## config.mk

```make
export PLATFORM = sky130hd
export DESIGN_NAME = eirc_ctrl
export DESIGN_NICKNAME = d
export VERILOG_FILES = /design/src/eirc_pkg.sv /design/src/eirc_ctrl.sv
export SDC_FILE = /design/constraint.sdc
export NUM_CORES = 1
export LEC_CHECK = 0
export BUFFER_PORTS_ARGS = -buffer_cell sky130_fd_sc_hd__buf_2
export CAP_MARGIN = 30
export CORE_UTILIZATION = 30
export DETAILED_ROUTE_END_ITERATION = 16
export PLACE_DENSITY = 0.56
export SYNTH_ARGS = -nofsm -noshare
export SYNTH_HDL_FRONTEND = slang
export SYNTH_SLANG_ARGS = --single-unit
```

## constraint.sdc

```tcl
create_clock -name clk -period 1.5 [get_ports clk]
set_input_delay 0.075 -clock clk [delete_from_list [all_inputs] [get_ports clk]]
set_output_delay 0.075 -clock clk [all_outputs]
set_load 0.02 [all_outputs]
```

## src/eirc_pkg.sv

```systemverilog
// Constants, states and carrier types of the external interrupt controller.
package eirc_pkg;

   localparam logic [7:0]  OFS_RESET_CAUSE  = 8'h34;
   localparam logic [7:0]  OFS_CORE_CONTROL = 8'h35;
   localparam logic [7:0]  OFS_FLAG         = 8'h3A;
   localparam logic [7:0]  OFS_ENABLE       = 8'h3B;
   localparam logic [7:0]  OFS_STATUS_WORD  = 8'h3F;

   // Bit positions of lines zero, one and two in enable and flag registers.
   localparam int          LINE_BIT [0:2]   = '{6, 7, 5};
   localparam logic [12:0] LINE_VECTOR [0:2] =
      '{13'h0002, 13'h0004, 13'h0006};

   localparam int          CAUSE_WDOG_BIT   = 3;
   localparam int          CAUSE_PIN_BIT    = 1;
   localparam int          CAUSE_POWER_BIT  = 0;
   localparam int          GIE_BIT          = 7;
   localparam int          LINE_TWO_EDGE_BIT = 4;

   localparam logic [3:0]  CAUSE_POR_VALUE  = 4'h1;
   localparam logic [7:0]  REG_RESET_VALUE  = 8'h00;

   localparam logic [1:0]  SENSE_LOW        = 2'b00;
   localparam logic [1:0]  SENSE_ANY        = 2'b01;
   localparam logic [1:0]  SENSE_FALL       = 2'b10;
   localparam logic [1:0]  SENSE_RISE       = 2'b11;

   localparam logic [2:0]  ENTRY_CYCLES     = 3'h4;
   localparam logic [2:0]  WAKE_CYCLES      = 3'h4;
   localparam logic [2:0]  RETURN_CYCLES    = 3'h4;

   typedef enum logic [2:0] {
      ST_IDLE   = 3'b000,
      ST_WAKE   = 3'b001,
      ST_ENTRY  = 3'b010,
      ST_RETURN = 3'b011,
      ST_HOLD   = 3'b100
   } eirc_state_type;

   typedef struct packed {
      logic        instr_done;
      logic        sleeping;
      logic        return_from_handler_instr;
      logic [12:0] pc;
      logic [7:0]  pop_data;
   } eirc_core_in_type;

   typedef struct packed {
      logic        busy;
      logic        gie;
      logic        push;
      logic [7:0]  push_byte;
      logic        pop;
      logic        sp_add2;
      logic        pc_load;
      logic [12:0] pc_target;
   } eirc_core_out_type;

endpackage : eirc_pkg

```

## src/eirc_ctrl.sv

```systemverilog
// External interrupt lines, entry and return sequencing, reset cause flags.
`timescale 1ns/1ps
`default_nettype none

module eirc_ctrl (
   input  wire logic                       clk,
   input  wire logic                       rstn,
   input  wire logic                       por_rstn,
   input  wire logic [7:0]                 addr,
   input  wire logic [7:0]                 wr_data,
   input  wire logic                       wr_en,
   input  wire logic                       rd_en,
   output logic      [7:0]                 rd_data,
   input  wire logic [2:0]                 ext_pin,
   input  wire logic                       wdog_reset_evt,
   input  wire logic                       pin_reset_evt,
   input  wire eirc_pkg::eirc_core_in_type  core_in,
   output eirc_pkg::eirc_core_out_type      core_out
);

   eirc_pkg::eirc_state_type    state_q;
   eirc_pkg::eirc_state_type    state_d;
   eirc_pkg::eirc_core_out_type cout_q;
   eirc_pkg::eirc_core_out_type cout_d;
   logic [2:0]  cnt_q;
   logic [2:0]  cnt_d;
   logic [2:0]  flag_q;
   logic [2:0]  enable_q;
   logic [4:0]  ctrl_q;
   logic        gie_q;
   logic        gie_d;
   logic [2:0]  prev_q;
   logic [1:0]  sel_q;
   logic [12:0] pc_save_q;
   logic [7:0]  ret_hi_q;
   logic [7:0]  rd_data_q;
   logic        wdog_seen_q;
   logic        pin_seen_q;
   logic        power_seen_q;

   // Register decode.
   wire wr_flag   = wr_en & (addr == eirc_pkg::OFS_FLAG);
   wire wr_enable = wr_en & (addr == eirc_pkg::OFS_ENABLE);
   wire wr_cause  = wr_en & (addr == eirc_pkg::OFS_RESET_CAUSE);
   wire wr_ctrl   = wr_en & (addr == eirc_pkg::OFS_CORE_CONTROL);
   wire wr_status = wr_en & (addr == eirc_pkg::OFS_STATUS_WORD);

   // Per-line sense codes; line two only knows rising or falling edges.
   logic [1:0] sense_code [0:2];
   assign sense_code[0] = ctrl_q[1:0];
   assign sense_code[1] = ctrl_q[3:2];
   assign sense_code[2] = {1'b1, ctrl_q[eirc_pkg::LINE_TWO_EDGE_BIT]};

   // Last entry cycle: the vector is loaded and the served flag cleared.
   wire       hw_clear = (state_q == eirc_pkg::ST_ENTRY) &
                         (cnt_q == eirc_pkg::ENTRY_CYCLES - 3'h1);
   logic [2:0] req;
   logic [2:0] fire;

   // The pin is read directly, so an output-driven pin still triggers.
   genvar i;
   generate
      for (i = 0; i < 3; i++) begin : g_line
         wire rise  = ext_pin[i] & ~prev_q[i];
         wire fall  = ~ext_pin[i] & prev_q[i];
         wire level = (sense_code[i] == eirc_pkg::SENSE_LOW);
         wire hit   = ((sense_code[i] == eirc_pkg::SENSE_ANY) & (rise | fall))
                    | ((sense_code[i] == eirc_pkg::SENSE_FALL) & fall)
                    | ((sense_code[i] == eirc_pkg::SENSE_RISE) & rise);
         wire sw_clr = wr_flag & wr_data[eirc_pkg::LINE_BIT[i]];
         wire hw_clr = hw_clear & (sel_q == 2'(i));
         // A new edge wins over any clear in the same cycle.
         wire flag_d = hit | (flag_q[i] & ~sw_clr & ~hw_clr);
         // In level mode the request follows the pin and bypasses the flag.
         assign req[i]  = level ? ~ext_pin[i] : flag_q[i];
         assign fire[i] = req[i] & enable_q[i];

         always_ff @(posedge clk or negedge rstn) begin
            if (!rstn) begin
               flag_q[i] <= 1'b0;
            end else begin
               flag_q[i] <= flag_d;
            end
         end
      end
   endgenerate

   // Lowest vector address first: line zero, then one, then two.
   wire [1:0] sel_d   = fire[0] ? 2'd0 : (fire[1] ? 2'd1 : 2'd2);
   wire       any_fire = |fire;
   wire       at_boundary = core_in.instr_done |
                            (core_in.sleeping & (state_q == eirc_pkg::ST_IDLE));
   wire       may_accept = (state_q == eirc_pkg::ST_IDLE) |
                           (state_q == eirc_pkg::ST_HOLD);
   // Entry waits for the end of the running instruction.
   wire       accept = may_accept & at_boundary & gie_q & any_fire &
                       ~core_in.return_from_handler_instr;
   wire       wake   = accept & core_in.sleeping &
                       ~core_in.instr_done;

   // Sequencer.
   always_comb begin
      state_d = state_q;
      cnt_d   = cnt_q + 3'h1;
      case (state_q)
         eirc_pkg::ST_IDLE: begin
            cnt_d = 3'h0;
            if (core_in.return_from_handler_instr) begin
               state_d = eirc_pkg::ST_RETURN;
            end else if (wake) begin
               state_d = eirc_pkg::ST_WAKE;
            end else if (accept) begin
               state_d = eirc_pkg::ST_ENTRY;
            end
         end
         // Wake stretches the entry by the start-up cycles of the core.
         eirc_pkg::ST_WAKE: begin
            if (cnt_q == eirc_pkg::WAKE_CYCLES - 3'h1) begin
               state_d = eirc_pkg::ST_ENTRY;
               cnt_d   = 3'h0;
            end
         end
         eirc_pkg::ST_ENTRY: begin
            if (cnt_q == eirc_pkg::ENTRY_CYCLES - 3'h1) begin
               state_d = eirc_pkg::ST_IDLE;
               cnt_d   = 3'h0;
            end
         end
         // Return pops the high byte first, then the low byte.
         eirc_pkg::ST_RETURN: begin
            if (cnt_q == eirc_pkg::RETURN_CYCLES - 3'h1) begin
               state_d = eirc_pkg::ST_HOLD;
               cnt_d   = 3'h0;
            end
         end
         // Hold lets one main instruction retire before the next entry.
         eirc_pkg::ST_HOLD: begin
            cnt_d = 3'h0;
            if (accept) begin
               state_d = eirc_pkg::ST_ENTRY;
            end else if (core_in.instr_done) begin
               state_d = eirc_pkg::ST_IDLE;
            end
         end
         default: begin
            state_d = eirc_pkg::ST_IDLE;
            cnt_d   = 3'h0;
         end
      endcase
   end

   // Global enable: cleared on acceptance, set by the return sequence.
   // The status word is left to software; only the enable bit lives here.
   always_comb begin
      gie_d = gie_q;
      if (accept) begin
         gie_d = 1'b0;
      end else if ((state_q == eirc_pkg::ST_RETURN) &&
                   (cnt_q == eirc_pkg::RETURN_CYCLES - 3'h1)) begin
         gie_d = 1'b1;
      end else if (wr_status) begin
         gie_d = wr_data[eirc_pkg::GIE_BIT];
      end
   end

   // Core-facing outputs; all are registered.
   wire in_entry  = (state_q == eirc_pkg::ST_ENTRY);
   wire in_return = (state_q == eirc_pkg::ST_RETURN);
   always_comb begin
      cout_d           = '0;
      cout_d.busy      = (state_d != eirc_pkg::ST_IDLE) &
                         (state_d != eirc_pkg::ST_HOLD);
      cout_d.gie       = gie_d;
      cout_d.push      = in_entry & ((cnt_q == 3'h1) | (cnt_q == 3'h2));
      // The low byte of the counter is pushed first, the high byte second.
      cout_d.push_byte = (cnt_q == 3'h1) ? pc_save_q[7:0]
                                         : {3'b000, pc_save_q[12:8]};
      cout_d.pop       = in_return & ((cnt_q == 3'h0) | (cnt_q == 3'h1));
      cout_d.sp_add2   = in_return & (cnt_q == 3'h3);
      if (hw_clear) begin
         cout_d.pc_load   = 1'b1;
         cout_d.pc_target = eirc_pkg::LINE_VECTOR[sel_q];
      end else if (in_return && (cnt_q == 3'h3)) begin
         cout_d.pc_load   = 1'b1;
         cout_d.pc_target = {ret_hi_q[4:0], core_in.pop_data};
      end
   end

   // Sequencer state and step counter.
   always_ff @(posedge clk or negedge rstn) begin
      if (!rstn) begin
         state_q <= eirc_pkg::ST_IDLE;
      end else begin
         state_q <= state_d;
      end
   end

   always_ff @(posedge clk or negedge rstn) begin
      if (!rstn) begin
         cnt_q <= 3'h0;
      end else begin
         cnt_q <= cnt_d;
      end
   end

   // Every core-facing output leaves from this register.
   always_ff @(posedge clk or negedge rstn) begin
      if (!rstn) begin
         cout_q <= '0;
      end else begin
         cout_q <= cout_d;
      end
   end

   // Global enable bit of the status word.
   always_ff @(posedge clk or negedge rstn) begin
      if (!rstn) begin
         gie_q <= 1'b0;
      end else begin
         gie_q <= gie_d;
      end
   end

   // Previous pin levels start low, like idle pins, so that no false
   // edge is seen right after reset.
   always_ff @(posedge clk or negedge rstn) begin
      if (!rstn) begin
         prev_q <= 3'b000;
      end else begin
         prev_q <= ext_pin;
      end
   end

   // The served line is latched at acceptance, so a later edge on a
   // higher priority line cannot redirect a vector already under way.
   always_ff @(posedge clk or negedge rstn) begin
      if (!rstn) begin
         sel_q <= 2'd0;
      end else if (accept) begin
         sel_q <= sel_d;
      end
   end

   always_ff @(posedge clk or negedge rstn) begin
      if (!rstn) begin
         pc_save_q <= 13'h0000;
      end else if (accept) begin
         pc_save_q <= core_in.pc;
      end
   end

   // The high return byte stands on the pop bus in the third return cycle.
   always_ff @(posedge clk or negedge rstn) begin
      if (!rstn) begin
         ret_hi_q <= 8'h00;
      end else if (in_return && (cnt_q == 3'h2)) begin
         ret_hi_q <= core_in.pop_data;
      end
   end

   // Line enables, packed in line order zero, one, two.
   always_ff @(posedge clk or negedge rstn) begin
      if (!rstn) begin
         enable_q <= 3'b000;
      end else if (wr_enable) begin
         enable_q <= {wr_data[eirc_pkg::LINE_BIT[2]],
                      wr_data[eirc_pkg::LINE_BIT[1]],
                      wr_data[eirc_pkg::LINE_BIT[0]]};
      end
   end

   // Sense control: two bits each for lines zero and one, one for two.
   always_ff @(posedge clk or negedge rstn) begin
      if (!rstn) begin
         ctrl_q <= 5'h00;
      end else if (wr_ctrl) begin
         ctrl_q <= wr_data[4:0];
      end
   end

   // Reset cause flags sit on the power-on reset only, so they survive
   // the pin and watchdog resets that they record. An event wins over a
   // clearing write in the same cycle.
   // Writing a one leaves a cause flag as it is.
   wire clr_wdog  = wr_cause & ~wr_data[eirc_pkg::CAUSE_WDOG_BIT];
   wire clr_pin   = wr_cause & ~wr_data[eirc_pkg::CAUSE_PIN_BIT];
   wire clr_power = wr_cause & ~wr_data[eirc_pkg::CAUSE_POWER_BIT];
   always_ff @(posedge clk or negedge por_rstn) begin
      if (!por_rstn) begin
         wdog_seen_q <= eirc_pkg::CAUSE_POR_VALUE[eirc_pkg::CAUSE_WDOG_BIT];
      end else begin
         wdog_seen_q <= wdog_reset_evt | (wdog_seen_q & ~clr_wdog);
      end
   end

   always_ff @(posedge clk or negedge por_rstn) begin
      if (!por_rstn) begin
         pin_seen_q <= eirc_pkg::CAUSE_POR_VALUE[eirc_pkg::CAUSE_PIN_BIT];
      end else begin
         pin_seen_q <= pin_reset_evt | (pin_seen_q & ~clr_pin);
      end
   end

   // The power-on flag is set by power-on reset; only software clears it.
   always_ff @(posedge clk or negedge por_rstn) begin
      if (!por_rstn) begin
         power_seen_q <= eirc_pkg::CAUSE_POR_VALUE[eirc_pkg::CAUSE_POWER_BIT];
      end else begin
         power_seen_q <= power_seen_q & ~clr_power;
      end
   end

   // Read path; unmapped addresses and reserved bits read zero.
   logic [7:0] flag_view;
   logic [7:0] enable_view;
   always_comb begin
      flag_view   = eirc_pkg::REG_RESET_VALUE;
      enable_view = eirc_pkg::REG_RESET_VALUE;
      for (int k = 0; k < 3; k++) begin
         flag_view[eirc_pkg::LINE_BIT[k]]   = flag_q[k];
         enable_view[eirc_pkg::LINE_BIT[k]] = enable_q[k];
      end
   end
   wire [7:0] cause_view = {4'h0, wdog_seen_q, 1'b0, pin_seen_q,
                            power_seen_q};
   wire [7:0] rd_mux =
      (addr == eirc_pkg::OFS_FLAG)         ? flag_view :
      (addr == eirc_pkg::OFS_ENABLE)       ? enable_view :
      (addr == eirc_pkg::OFS_RESET_CAUSE)  ? cause_view :
      (addr == eirc_pkg::OFS_CORE_CONTROL) ? {3'b000, ctrl_q} :
      (addr == eirc_pkg::OFS_STATUS_WORD)  ? {gie_q, 7'h00} :
                                             8'h00;

   // Read data stays zero outside the cycle after a read strobe.
   always_ff @(posedge clk or negedge rstn) begin
      if (!rstn) begin
         rd_data_q <= 8'h00;
      end else begin
         rd_data_q <= rd_en ? rd_mux : 8'h00;
      end
   end

   assign rd_data  = rd_data_q;
   assign core_out = cout_q;

endmodule : eirc_ctrl

`default_nettype wire

```

==> reports/metrics.cfg <==
[grt]
gr-usage-all-layers_pct = 13.8
grt_pass1_vias = 2566
antenna_found_initial = 0
grt-ovfl-total = 0
grt_first_pass_wirelength_mm = 12.1
grt_max_degree = 76

[critical_path]
start_kind = flip-flop
crit_chain = nor4b_4 -> o21ai_2 -> a31oi_4 -> buf_12 -> mux2_2
cpLargestDelayFamily = flip-flops
crit_start = state_q[0]
cp.arrival_ns = 1.91
cp.required_ns = 1.75
worst_path_max_delay_cell = dfrtp_1
cp_num_buf_inv = 1
cp-end-kind = flip-flop
path_class = reg2reg
r2r_setup_slack_ns = -0.16
path_max_fanout = 14
critPathMaxStageDelay_ns = 0.42
worstReg2RegStart = state_q[0]

[sta]
final-hold-violation-count = 0
worst_slack_ns = -0.165
post-route-period-util_pct = 111
slew_headroom_pct = 73.3
drv_slew = 0
rsz0062_at_grt = true
setup_viol = 17
worstMarginPinSlew_ns = 0.400
fin_crit_ns = 1.66
clock_skew_ns = 0.00920
fmax_mhz = 601

[cells_and_area]
fillCellCount = 988
nNetsFinal = 490
seqCellArea_mm2 = 0.00195
layout_commonest_cell = buf_2
layout_common_cells = 83 x buf_2, 77 x dfrtp_1, 41 x dlygate4sd3_1
n_antenna_cell = 0
drive_gt1_share_pct = 44.5
syn2layout_area_growth_pct = 46.2
final_cells = 574
multi_input_area_mm2 = 0.00141

[die]
core_mm2 = 0.0109
die-height_um = 108
io_pins = 85
die_w_um = 108
initial_core_util_pct = 31.0
num_rows = 38
die-area_mm2 = 0.0117

[clock_network]
cts_made_buffers = 9
cts_buffer_depth = 2
cts_tree = done
htreeDepth = 3
cts-root-buf = clkbuf_8
cts_sinks = 78
cts.clk_slew.worst_paths_ns = 0.09
worstSkewPairLatency_ns = 0.36

[detailed_routing]
wl_met1_mm = 3.52
ant_nets = 0
viasPerCell = 4.46
drt_first_pass_iters = 4
vias = 2558
met3WireLength_um = 265
wirelength_mm = 7.77
drc = 0
wl_met2_mm = 3.84
post_drt_wl_per_cell_um = 13.5
routed.top_layer = met4
first_iter_violations = 101

[yosys]
yosysTopAreaCell = dfrtp_1
ys_top_cells_by_area = dfrtp_1 57%, mux2_2 7.7%, ha_1 4.1%, mux2_4 4.0%, and2_1 3.0%
netlist_area_mm2 = 0.00338
synth-async-reset-ratio_pct = 100
ys_seq_area_share_pct = 57.8
synth_edf_count = 0
syn_inst = 266
synth_cell_types = 43
synth.avg_cell_area_um2 = 12.7
ys.warnings.count = 0
netlist.area_leader.share_pct = 57.0
ys.flop_type = dfrtp_1
synth_nets = 327
synth_seq_cells = 78

[place]
dp_hpwl_mm = 5.25
place_congestion = 0.762
dp_cells = 508
dpl_worst_slack_ns = -0.140
io_buffers = 84

[status]
outcome = finished with violations
violations = negative setup slack

[pwr]
clock_power_share_pct = 26.4
power.density_mw_per_mm2 = 1390
seqPwrFrac_pct = 40.8
p_switching_uw = 2140
swShare_pct = 31.2
combPwrFrac_pct = 32.9
ir_drop_uv = 518
intPower_uw = 4710
p_leak_uw = 0.00248

[job]
cap_violations = 0

[hold_path]
min_path_type = in2async

sequential cells by signal, summed over array words and instances, names as in the netlist, 2 cells and up:
register,cells
rd_data,8
prev_q,3
sel_q,2
flag_q,3
cnt_q,3
ret_hi_q,5
ctrl_q,5
core_out,26
enable_q,3
state_q,3
pc_save_q,13
area by class of cell:
cell class / count / share of cell area, %
Sequential cell: 78 / 39.5
Tap cell: 140 / 3.55
Timing Repair inverter: 1 / 0.152
Clock inverter: 7 / 2.15
Inverter: 11 / 0.887
Multi-Input combinational cell: 170 / 28.5
Clock buffer: 9 / 2.51
Timing Repair Buffer: 158 / 22.7
stage by stage:
step / cell area (um2) / utilization, % / setup TNS, ns / total power (uW) / hold slack (ns)
6_report: 4940 / 45.4 / -2.01 / 6850 / 0.0639
3_3_place_gp: 4140 / 38.0 / -1.49 / 4710 / -0.126
4_1_cts: 4800 / 44.1 / -1.93 / 6680 / 0.0151
3_5_place_dp: 4140 / 38.0 / -1.68 / 4740 / -0.124
2_1_floorplan: 3380 / - / -1.96 / 3990 / -0.221
5_1_grt: 4940 / 45.4 / -3.66 / 7260 / 0.0370
Yosys cell counts (2+ instances only):
master	n
nand3_1	5
o21ai_2	3
nand3b_1	4
nor2b_1	2
dfrtp_1	77
nand2b_1	3
buf_2	3
inv_1	11
mux2_4	9
mux2_2	23
nand2_1	14
a31o_2	2
clkbuf_1	2
mux2i_1	7
o21a_1	4
and3_1	4
nor2_1	19
nor3_1	4
and2_1	16
nor3b_1	2
o21ai_0	8
ha_1	11
a21oi_1	13
final timing paths:
kind | cells past startpoint | end
max | 5 | pc_save_q[4]
min | 2 | wdog_seen_q
max reg2reg | 5 | pc_save_q[4]
min reg2reg | 1 | power_seen_q
max in group asynchronous | 3 | rd_data[4]
min in group clk | 3 | rd_data[7]
cells by family (layout without fill, tap and decap cells):
group	Yosys count	in the layout	share of synthesized area, %
and+or+nand+nor	81	81	13.9
buffers and inverters	18	186	2.70
adders and majority gates	11	11	4.07
AOI/OAI and AO/OA	39	39	7.82
muxes	39	39	13.7
DFF	78	78	57.8
per-layer routing:
metal | track usage (%) | vias up
li1 | - | 1254
met1 | 17.1 | 1246
met2 | 22.6 | 47
met3 | 2.35 | 11
met4 | 7.93 | 0
met5 | 0 | -
power by group through the flow:
stage / registers (uW) / logic (uW) / clock network, uW
after floorplan: 2980 / 1010 / 0
after global placement: 2810 / 1900 / 0
after detailed placement: 2820 / 1920 / 0
after CTS: 2780 / 2040 / 1860
after global routing: 2850 / 2470 / 1950
final: 2790 / 2250 / 1810
worst register-to-register path, cell delays in order (launching register included):
cell and delay, ns:
dfrtp_1 0.42, nor4b_4 0.31, o21ai_2 0.12, a31oi_4 0.18
buf_12 0.18, mux2_2 0.35
timing repair:
action / 4_1_cts / 5_1_grt
pin swaps: 0 / 13
endpoints found under the setup margin: 29 / 40
buffers inserted: 2 / 6
hold buffers: 40 / 1
resized for setup: 5 / 27
gates cloned: 0 / 1
endpoints found under the hold margin: 122 / 1
Power figures use the tool's default switching activity.
